<file path="config.mk">
export PLATFORM = sky130hd
export DESIGN_NAME = chan_ctl
export DESIGN_NICKNAME = d
export VERILOG_FILES = /design/src/core/bit_fifo.v /design/src/core/chan_ctl.v
export VERILOG_INCLUDE_DIRS = /design/src /design/src/core
export SDC_FILE = /design/constraint.sdc
export NUM_CORES = 1
export LEC_CHECK = 0
export ABC_AREA = 0
export BUFFER_PORTS_ARGS = -buffer_cell sky130_fd_sc_hd__buf_2
export CAP_MARGIN = 20
export CORE_MARGIN = 2
export CORE_UTILIZATION = 29
export CTS_BUF_LIST = sky130_fd_sc_hd__clkbuf_2
export CTS_CLUSTER_SIZE = 20
export DETAILED_ROUTE_END_ITERATION = 10
export GPL_TIMING_DRIVEN = 1
export PLACE_DENSITY_LB_ADDON = 0.2
export SETUP_SLACK_MARGIN = 0.1
export SYNTH_ARGS = -nofsm -noshare
export SYNTH_HDL_FRONTEND = slang
export SYNTH_HIERARCHICAL = 1
export SYNTH_SLANG_ARGS = --single-unit
</file>
<file path="constraint.sdc">
create_clock -name clk_i -period 5.65 [get_ports clk_i]
set_input_delay 1.695 -clock clk_i [delete_from_list [all_inputs] [get_ports clk_i]]
set_output_delay 1.695 -clock clk_i [all_outputs]
set_load 0.02 [all_outputs]
</file>
<file path="src/core/chan_ctl_defines.vh">
// constants for the read channel mode and pin control block
// assumes a 250 MHz core clock and pins arriving from outside its domain
`ifndef CHAN_CTL_DEFINES_VH
`define CHAN_CTL_DEFINES_VH

// ==================================================
// mode state codes (one-hot)
`define MODE_W 4
`define MODE_IDLE 4'h1
`define MODE_READ 4'h2
`define MODE_WRITE 4'h4
`define MODE_SERVO 4'h8

// ==================================================
// stream buffer shape
`define FIFO_WIDTH 1
`define FIFO_DEPTH 32
`define FIFO_AW 5

// ==================================================
// synchroniser depth for pin inputs
`define SYNC_W 3

`endif

</file>
<file path="src/core/bit_fifo.v">
// parameterised FIFO with valid/ready on both sides
// assumes a single clock and a synchronous active-high reset
`timescale 1ns/1ns
`include "chan_ctl_defines.vh"
module bit_fifo #(
    parameter WIDTH = `FIFO_WIDTH,
    parameter DEPTH = `FIFO_DEPTH,
    parameter AW = `FIFO_AW
)
(
    // clock and reset
    input wire clk_i,
    input wire reset_i,
    // fill side
    input wire in_valid_i,
    output wire in_ready_o,
    input wire [WIDTH-1:0] in_data_i,
    // drain side
    output wire out_valid_o,
    input wire out_ready_i,
    output reg [WIDTH-1:0] out_data_o
);
    reg [WIDTH-1:0] mem_r [0:DEPTH-1];
    reg [AW-1:0] wptr_r;
    reg [AW-1:0] rptr_r;
    reg [AW:0] count_r;
    reg out_valid_r;
    wire push;
    wire pop;
    wire load;
    wire [AW:0] total;

    // the output register counts as one of the DEPTH words
    assign total = count_r + {{AW{1'b0}}, out_valid_r};
    assign in_ready_o = (total != DEPTH[AW:0]);
    assign push = in_valid_i && in_ready_o;
    // output register refills when empty or being taken
    assign load = (count_r != {(AW+1){1'b0}}) && (!out_valid_r || out_ready_i);
    assign pop = out_valid_r && out_ready_i;
    assign out_valid_o = out_valid_r;

    always @(posedge clk_i)
    begin
        if (push)
        begin
            mem_r[wptr_r] <= in_data_i;
        end
        if (reset_i)
        begin
            wptr_r <= {AW{1'b0}};
            rptr_r <= {AW{1'b0}};
            count_r <= {(AW+1){1'b0}};
            out_valid_r <= 1'b0;
            out_data_o <= {WIDTH{1'b0}};
        end
        else
        begin
            if (push)
            begin
                wptr_r <= wptr_r + 1'b1;
            end
            if (load)
            begin
                out_data_o <= mem_r[rptr_r];
                rptr_r <= rptr_r + 1'b1;
                out_valid_r <= 1'b1;
            end
            else if (pop)
            begin
                out_valid_r <= 1'b0;
            end
            if (push && !load)
            begin
                count_r <= count_r + 1'b1;
            end
            else if (!push && load)
            begin
                count_r <= count_r - 1'b1;
            end
        end
    end
endmodule // bit_fifo

</file>
<file path="src/core/chan_ctl.v">
// mode and pin control of a disk read channel
// assumes all pins but test_mode_i are asynchronous to clk_i; the write clock is sampled
// Functional notes
// - servo gain hold low disables the servo charge pump, high lets it run.
// - each peak latch input acquires peaks while low and freezes the cap while high.
// - the active-low cap discharge input discharges both channel caps together.
// - serial write input and serial read output share one wire as a data port.
// - asserting write gate puts the device in write mode while servo gate is high.
// - servo gate low puts the device in servo read mode.
// - raw read pin drives in servo mode or when read and write gates are both low, except in test mode with raw_input_enable set.
// - in test mode with raw_input_enable set the raw pin feeds the data separator.
// - serial read output floats with read gate low and carries read data when high.
`timescale 1ns/1ns
`include "chan_ctl_defines.vh"
module chan_ctl
(
    // clock and reset
    input wire clk_i,
    input wire reset_i,
    // gates from the controller
    input wire read_gate_i,
    input wire write_gate_i,
    input wire servo_gate_n_i,
    // servo controls
    input wire servo_gain_hold_n_i,
    input wire latch_cap_a_i,
    input wire latch_cap_b_i,
    input wire cap_discharge_n_i,
    // test configuration
    input wire test_mode_i,
    input wire raw_input_enable_i,
    // write clock and shared serial data wire
    input wire write_clk_i,
    input wire serial_write_in_i,
    output reg serial_read_o,
    output reg serial_read_oe_o,
    // recovered read data from the separator
    input wire recovered_data_i,
    // raw read data pin
    input wire raw_data_i,
    output reg raw_data_o,
    output reg raw_data_oe_o,
    input wire raw_local_i,
    // analog controls, mode and separator source select
    output reg servo_pump_en_o,
    output reg peak_acq_a_o,
    output reg peak_acq_b_o,
    output reg cap_discharge_o,
    output reg [`MODE_W-1:0] mode_o,
    output reg separator_raw_o,
    // write bit stream to the write path
    output wire write_bit_valid_o,
    input wire write_bit_ready_i,
    output wire write_bit_o,
    output wire write_overrun_o
);
    // ==================================================
    // pin synchronisers
    localparam NPIN = 11;
    wire [NPIN-1:0] pin_raw;
    wire [NPIN-1:0] pin_s;
    assign pin_raw = {raw_data_i, serial_write_in_i, write_clk_i, cap_discharge_n_i,
                      latch_cap_b_i, latch_cap_a_i, servo_gain_hold_n_i,
                      servo_gate_n_i, write_gate_i, read_gate_i, raw_input_enable_i};
    genvar g;
    generate
        for (g = 0; g < NPIN; g = g + 1)
        begin : sync
            reg [`SYNC_W-1:0] sh_r;
            reg stable_r;
            always @(posedge clk_i)
            begin
                if (reset_i)
                begin
                    sh_r <= {`SYNC_W{1'b0}};
                    stable_r <= 1'b0;
                end
                else
                begin
                    sh_r <= {sh_r[`SYNC_W-2:0], pin_raw[g]};
                    if (sh_r[1] == sh_r[2])
                    begin
                        stable_r <= sh_r[2];
                    end
                end
            end
            assign pin_s[g] = stable_r;
        end
    endgenerate

    wire rie_s = pin_s[0];
    wire rg_s = pin_s[1];
    wire wg_s = pin_s[2];
    wire sg_n_s = pin_s[3];
    wire hold_n_s = pin_s[4];
    wire lat_a_s = pin_s[5];
    wire lat_b_s = pin_s[6];
    wire dis_n_s = pin_s[7];
    wire wclk_s = pin_s[8];
    wire wdat_s = pin_s[9];
    wire raw_s = pin_s[10];

    // ==================================================
    // mode selection
    reg [`MODE_W-1:0] mode_nxt;
    always @*
    begin
        if (!sg_n_s)
            mode_nxt = `MODE_SERVO;
        else if (wg_s)
            mode_nxt = `MODE_WRITE;
        else if (rg_s)
            mode_nxt = `MODE_READ;
        else
            mode_nxt = `MODE_IDLE;
    end

    wire raw_in_mode = test_mode_i && rie_s;

    // ==================================================
    // write clock edge and stream into the fifo
    reg wclk_d_r;
    wire wclk_rise = wclk_s && !wclk_d_r;
    wire fifo_in_ready;
    // write bit offered on each rising write clock edge in write mode, dropped as an overrun when the fifo is full
    wire take_bit = wclk_rise && (mode_o == `MODE_WRITE);
    assign write_overrun_o = take_bit && !fifo_in_ready;

    bit_fifo #(
        .WIDTH(`FIFO_WIDTH),
        .DEPTH(`FIFO_DEPTH),
        .AW(`FIFO_AW)
    ) u_fifo (
        .clk_i(clk_i),
        .reset_i(reset_i),
        .in_valid_i(take_bit),
        .in_ready_o(fifo_in_ready),
        .in_data_i(wdat_s),
        .out_valid_o(write_bit_valid_o),
        .out_ready_i(write_bit_ready_i),
        .out_data_o(write_bit_o)
    );

    // ==================================================
    // registered outputs
    always @(posedge clk_i)
    begin
        if (reset_i)
        begin
            wclk_d_r <= 1'b0;
            mode_o <= `MODE_IDLE;
            servo_pump_en_o <= 1'b0;
            peak_acq_a_o <= 1'b0;
            peak_acq_b_o <= 1'b0;
            cap_discharge_o <= 1'b0;
            serial_read_o <= 1'b0;
            serial_read_oe_o <= 1'b0;
            raw_data_o <= 1'b0;
            raw_data_oe_o <= 1'b0;
            separator_raw_o <= 1'b0;
        end
        else
        begin
            wclk_d_r <= wclk_s;
            case (mode_nxt)
                `MODE_IDLE, `MODE_READ, `MODE_WRITE, `MODE_SERVO:
                    mode_o <= mode_nxt;
                default:
                    mode_o <= `MODE_IDLE;
            endcase
            servo_pump_en_o <= hold_n_s;
            peak_acq_a_o <= !lat_a_s;
            peak_acq_b_o <= !lat_b_s;
            cap_discharge_o <= !dis_n_s;
            // shared wire drives only with read gate
            serial_read_oe_o <= rg_s;
            serial_read_o <= rg_s ? recovered_data_i : 1'b0;
            // no drive while a test input
            if (raw_in_mode)
                raw_data_oe_o <= 1'b0;
            else
                raw_data_oe_o <= (!sg_n_s) || (!rg_s && !wg_s);
            raw_data_o <= raw_local_i;
            separator_raw_o <= raw_in_mode ? raw_s : raw_local_i;
        end
    end
endmodule // chan_ctl

</file>
==> results.sh, run 1 <==
export IMPL_grt_pass1_vias=2395
export IMPL_power_switching_uw=512
export IMPL_final_cell_area_sq_mm=0.00466
export IMPL_setup_violations=0
export IMPL_fmax_mhz=222
export IMPL_power_leakage_uw=0.00172
export IMPL_hold_violations=0
export IMPL_portBuffers=32
export IMPL_dp_cells=564
export IMPL_hp_class="register to register"
export IMPL_gp_congestion=0.793
export IMPL_status="complete, no violations"
export IMPL_r2r_slack_ns=2.16
export IMPL_cp_data_arrival_time_ns=2.81
export IMPL_clockPowerShare=0.221
export IMPL_rsz0062_at_grt="false"
export IMPL_ys_warn_count=6
export IMPL_synth_area_leaders="dfxtp_1 36%, edfxtp_1 23%, nor2b_1 5.6%, nor2_1 4.9%, mux4_1 4.3%"
export IMPL_p_int_uw=1140
export IMPL_vias=2533
export IMPL_cts_setup_buffers=0
export IMPL_pwr_density_cell_mw_per_mm2=355
export IMPL_drt_wl_total_microns=7160
export IMPL_die_height_microns=125
export IMPL_grt_usage=0.0992
export IMPL_drv_cap=0
export IMPL_async_reset_ff_frac=0
export IMPL_slew_headroom=0.356
export IMPL_die_w_microns=125
export IMPL_place_area_sq_mm=0.00454
export IMPL_rr_worst_depth=12
export IMPL_swShare=0.310
export IMPL_clock_latency_ns=0.61
export IMPL_yosysMostFrequentCell="dfxtp_1"
export IMPL_grt_pass1_wl_microns=12200
export IMPL_grtUsageMet1=0.127
export IMPL_htreeDepth=3
export IMPL_post_dp_hpwl_microns=4770
export IMPL_reg2reg_from="u_fifo/count_r[0]"
export IMPL_syn_nets=391
export IMPL_postCtsResizedCells=0
export IMPL_avgRoutedWirePerCell_microns=12.3
export IMPL_power_frac_seq=0.552
export IMPL_viasPerCell=4.34
export IMPL_hold_depth=1
export IMPL_endpoint_kind="output pin"
export IMPL_synth_edff_count=32
export IMPL_worst_slew_pin_slew_ns=0.964
export IMPL_num_nets_final=421
export IMPL_syn_avg_cell_area_sq_um=11.8
export IMPL_timing_final_crit_period_ns=4.50
export IMPL_grt_overflow_total=0
export IMPL_vdd_drop_max_uv=166
export IMPL_top_usage_layer="met2"
export IMPL_clkTransAtPathRegs_ns=0.28
export IMPL_finalCritPeriodShare=0.797
export IMPL_dr_pass1_iters=4
export IMPL_use_met3=0.0364
export IMPL_layoutNonFillerInstCount=583
export IMPL_start_kind="register"
export IMPL_yosysSeqAreaShare=0.584
export IMPL_cts_sinks=108
export IMPL_ctsHoldBuffers=0
export IMPL_critPathMaxFanout=5
export IMPL_die_area_sq_mm=0.0156
export IMPL_cts_buffers_inserted=9
export IMPL_synthCells=361
export IMPL_ant_nets=0
export IMPL_cts_buffer_depth=2
export IMPL_netlist_area_sq_mm=0.00425
export IMPL_synthFlopType="dfxtp_1"
export IMPL_cts_tree="done"
export IMPL_ys_types=52
export IMPL_rows=44
export IMPL_ys_top_cells_by_count="76 x dfxtp_1, 56 x nor2_1, 38 x nor2b_1"
export IMPL_hold_start="sync[9].sh_r[0]"
export IMPL_initial_core_util=0.295
export IMPL_area_delta_synth_final_pct=9.72
export IMPL_r2r_end="u_fifo/count_r[5]"
export IMPL_crit_required_ns=3.95
export IMPL_io_pins=33
export IMPL_drtIter0Drc=157
export IMPL_p_total_uw=1650
export IMPL_use_met2=0.149
export IMPL_hold_end="sync[9].sh_r[1]"
export IMPL_combPwrFrac=0.228
export IMPL_drive_gt1_frac=0.164
export IMPL_fin_tns_setup_ns=0
export IMPL_cts_root_buffer="clkbuf_2"
export IMPL_synth_top_area_frac=0.358
export IMPL_antenna_found_initial=2
export IMPL_yosysTopAreaCell="dfxtp_1"
export IMPL_criticalPathCategory="register to output pin"
export IMPL_clock_skew_ns=0.0212
export IMPL_core_sq_mm=0.0144
export IMPL_slew_violations=0
export IMPL_drc=0
export IMPL_synth_seq_cells=108
export IMPL_grt_start_max_net_pins=35
## area by class of cell
cell class,instances,area (sq um)
Antenna cell,3,7.51
Timing Repair Buffer,34,175
Inverter,6,22.5
Clock buffer,9,45.0
Tap cell,184,230
Clock inverter,7,72.6
Multi-Input combinational cell,232,1630
Sequential cell,108,2480
Fill cell,1475,9760
## metal layers
metal,share of wire,up-vias,wire length (microns)
li1,-,1318,-
met3,0.046,10,329
met1,0.48,1169,3410
met5,0,-,0
met2,0.46,36,3270
met4,0.021,0,153
## kinds of logic (layout without fill, tap and decap cells)
| group | after synthesis | count (layout) | synth area share |
|---|---|---|---|
| compound gates | 43 | 43 | 0.0630 |
| simple gates | 147 | 147 | 0.181 |
| buf+inv | 21 | 56 | 0.0330 |
| fa+ha+maj | 13 | 13 | 0.0401 |
| mux | 19 | 19 | 0.0781 |
| other cells | 0 | 3 | 0 |
| xor+xnor | 10 | 10 | 0.0206 |
| flops | 108 | 108 | 0.584 |
## sequential cells by signal, summed over array words and instances, names as in the netlist, 3 cells and up
register	flops
sync.sh_r	33
u_fifo/wptr_r	5
mode_o	4
u_fifo/count_r	6
u_fifo/mem_r	32
u_fifo/rptr_r	5
sync.stable_r	3
## metrics by stage
stage / util / hold WS, ns / worst slack (ns)
final: 0.323 / 0.448 / 1.15
after detailed placement: 0.314 / 0.420 / 1.53
after CTS: 0.323 / 0.461 / 1.03
after global routing: 0.323 / 0.453 / 0.839
after global placement: 0.314 / 0.421 / 1.61
after floorplan: - / 0.409 / 1.64
## critical path, cell delays in order, from the launching register on
cell     delay [ns]
dfxtp_1        0.53
ha_1           0.24
ha_1           0.23
or2_2          0.32
or3_1          0.36
nor4b_1        0.33
buf_2          0.22
## power by group through the flow
stage / logic, uW / clock network (uW) / registers [uW]
global placement: 373 / 0 / 927
finish: 377 / 365 / 912
floorplan: 335 / 0 / 897
global route: 422 / 422 / 924
detailed placement: 377 / 0 / 929
CTS: 380 / 391 / 915
## worst max-delay path by stage
stage	start	to	slack (ns)	depth (start not counted)
2_1_floorplan	u_fifo/out_valid_o	write_overrun_o	1.64	5
3_3_place_gp	write_bit_ready_i	u_fifo/count_r[5]	1.61	12
3_5_place_dp	write_bit_ready_i	u_fifo/count_r[5]	1.53	12
4_1_cts	u_fifo/count_r[0]	write_overrun_o	1.03	6
5_1_grt	u_fifo/count_r[0]	write_overrun_o	0.84	6
6_report	u_fifo/count_r[0]	write_overrun_o	1.15	6
## placed cells by master, fill, tap and decap left out, drive strengths merged, types with 2 or more instances in the layout
cell type | Yosys | routed
or3b | 2 | 2
diode | 0 | 3
nor4 | 4 | 4
nand2b | 2 | 2
clkbuf | 6 | 9
xnor2 | 6 | 6
ha | 12 | 12
mux2i | 8 | 8
mux2 | 2 | 2
nor2 | 56 | 56
or2 | 4 | 4
dfxtp | 76 | 76
or3 | 2 | 2
mux4 | 9 | 9
and2b | 2 | 2
xor2 | 4 | 4
o21ai | 14 | 14
nand4b | 2 | 2
nand2 | 18 | 18
a31oi | 2 | 2
buf | 9 | 34
a21o | 2 | 2
inv | 6 | 10
nand4 | 3 | 3
clkinv | 0 | 2
nor2b | 38 | 38
a22oi | 2 | 2
a21oi | 17 | 17
nand3 | 3 | 3
nand3b | 3 | 3
edfxtp | 32 | 32
Power figures use the tool's default switching activity.
==> run 2, diff against run 1 <==
- clock period: 5.65 -> 4.5 ns (I/O delays scaled with it)
==> run 2 against run 1 <==
Against the previous run: sequential cell count is the same; clock power grew 28%; critical path depth is the same; cell count shrank 0.17%; register-to-register slack lost 1.1 ns; total power grew 26%; setup slack lost 0.77 ns; clock skew grew 0.0076 ns; global-route usage grew 0.21 points; routed wire length grew 3.2%; via count grew 2.1%; non-clock buffer count is the same; critical path type unchanged; critical endpoint unchanged.
==> results.sh, run 2 (synthesis gave the netlist of run 1 again) <==
export IMPL_postCtsResizedCells=0
export IMPL_route_met2_wl_microns=3520
export IMPL_fillers=1471
export IMPL_hold_end="sync[9].sh_r[1]"
export IMPL_vias=2587
export IMPL_pwr_density_cell_mw_per_mm2=447
export IMPL_reg_largest_list="sync.sh_r (33), u_fifo/mem_r (32), u_fifo/count_r (6)"
export IMPL_routedLengthMet1_microns=3430
export IMPL_power_frac_seq=0.547
export IMPL_reg2reg_from="u_fifo/count_r[0]"
export IMPL_fin_tns_setup_ns=0
export IMPL_start_kind="register"
export IMPL_power_leakage_uw=0.00172
export IMPL_htreeDepth=3
export IMPL_multi_input_area_sq_mm=0.00163
export IMPL_rsz0062_at_grt="false"
export IMPL_worst_slew_pin_slew_ns=0.973
export IMPL_setup_violations=0
export IMPL_hold_violations=0
export IMPL_ctsHoldBuffers=0
export IMPL_criticalPathCategory="register to output pin"
export IMPL_hold_depth=1
export IMPL_clkTransAtPathRegs_ns=0.29
export IMPL_r2r_slack_ns=1.03
export IMPL_final_common_cell="dfxtp_1"
export IMPL_layout_common_cells="76 x dfxtp_1, 56 x nor2_1, 38 x nor2b_1"
export IMPL_hp_class="register to register"
export IMPL_ff_latch_area_sq_mm=0.00248
export IMPL_drc=0
export IMPL_place_area_sq_mm=0.00454
export IMPL_r2r_end="u_fifo/count_r[5]"
export IMPL_cts_sinks=108
export IMPL_top_layer_used="met4"
export IMPL_drtIter0Drc=127
export IMPL_combPwrFrac=0.229
export IMPL_clockPowerShare=0.224
export IMPL_cts_buffers_inserted=9
export IMPL_dp_cells=564
export IMPL_status="complete, no violations"
export IMPL_rows=44
export IMPL_cts_root_buffer="clkbuf_2"
export IMPL_grt_pass1_wl_microns=12500
export IMPL_vdd_drop_max_uv=192
export IMPL_die_area_sq_mm=0.0156
export IMPL_p_int_uw=1440
export IMPL_drv_cap=0
export IMPL_power_switching_uw=645
export IMPL_fmax_mhz=243
export IMPL_critPathMaxFanout=5
export IMPL_die_height_microns=125
export IMPL_crit_required_ns=3.15
export IMPL_dr_pass1_iters=4
export IMPL_num_nets_final=421
export IMPL_ant_nets=0
export IMPL_initial_core_util=0.295
export IMPL_grt_start_max_net_pins=35
export IMPL_clock_latency_ns=0.59
export IMPL_final_cell_area_sq_mm=0.00466
export IMPL_antenna_found_initial=1
export IMPL_drive_gt1_frac=0.167
export IMPL_gp_congestion=0.757
export IMPL_hold_start="sync[9].sh_r[0]"
export IMPL_clock_skew_ns=0.0288
export IMPL_swShare=0.310
export IMPL_cts_setup_buffers=0
export IMPL_slew_headroom=0.351
export IMPL_largest_reg_flops=33
export IMPL_viasPerCell=4.45
export IMPL_portBuffers=32
export IMPL_grt_overflow_total=0
export IMPL_io_pins=33
export IMPL_endpoint_kind="output pin"
export IMPL_rr_worst_depth=12
export IMPL_drt_wl_total_microns=7390
export IMPL_finalCritPeriodShare=0.915
export IMPL_die_w_microns=125
export IMPL_cts_tree="done"
export IMPL_grt_usage=0.101
export IMPL_slew_violations=0
export IMPL_layoutNonFillerInstCount=582
export IMPL_area_delta_synth_final_pct=9.78
export IMPL_largest_register="sync.sh_r"
export IMPL_cp_data_arrival_time_ns=2.77
export IMPL_post_dp_hpwl_microns=4880
export IMPL_avgRoutedWirePerCell_microns=12.7
export IMPL_cts_buffer_depth=2
export IMPL_p_total_uw=2080
export IMPL_wl_met3_microns=353
export IMPL_grt_pass1_vias=2519
export IMPL_timing_final_crit_period_ns=4.12
export IMPL_core_sq_mm=0.0144
## run 2: layout make-up
cell class | instances | share of cell area
Clock buffer | 10 | 0.0107
Tap cell | 184 | 0.0494
Antenna cell | 2 | 0.00107
Timing Repair Buffer | 34 | 0.0376
Clock inverter | 6 | 0.0156
Sequential cell | 108 | 0.532
Multi-Input combinational cell | 232 | 0.349
Inverter | 6 | 0.00483
## run 2: worst max path at each step
stage	start	endpoint	slack, ns	cells past startpoint
final	u_fifo/count_r[0]	write_overrun_o	0.38	6
after global routing	u_fifo/count_r[0]	write_overrun_o	0.13	6
after CTS	u_fifo/count_r[0]	write_overrun_o	0.27	6
after detailed placement	write_bit_ready_i	u_fifo/count_r[5]	0.71	12
after global placement	write_bit_ready_i	u_fifo/count_r[5]	0.80	12
after floorplan	u_fifo/out_valid_o	write_overrun_o	0.84	5
## run 2: per-stage QoR
stage | hold WS [ns] | utilization | setup slack (ns)
6_report | 0.429 | 0.323 | 0.381
3_5_place_dp | 0.423 | 0.314 | 0.715
3_3_place_gp | 0.420 | 0.314 | 0.797
4_1_cts | 0.435 | 0.323 | 0.267
5_1_grt | 0.427 | 0.323 | 0.135
2_1_floorplan | 0.409 | - | 0.836
## run 2: metal layers
| metal | global-route usage | vias up |
|---|---|---|
| met5 | 0 | - |
| met4 | 0.0353 | 0 |
| met3 | 0.0402 | 7 |
| met2 | 0.157 | 46 |
| met1 | 0.129 | 1225 |
| li1 | - | 1309 |
## run 2: power groups by stage
| stage | clock (uW) | sequential (uW) | combinational, uW |
|---|---|---|---|
| 6_report | 466 | 1140 | 478 |
| 2_1_floorplan | 0 | 1130 | 421 |
| 4_1_cts | 495 | 1140 | 480 |
| 3_3_place_gp | 0 | 1160 | 470 |
| 3_5_place_dp | 0 | 1160 | 479 |
| 5_1_grt | 537 | 1150 | 537 |
## run 2: critical path, cell delays in order (launching register included)
cell	delay [ns]
dfxtp_1	0.51
ha_1	0.24
ha_1	0.23
or2_2	0.33
or3_1	0.36
nor4b_1	0.30
buf_2	0.22
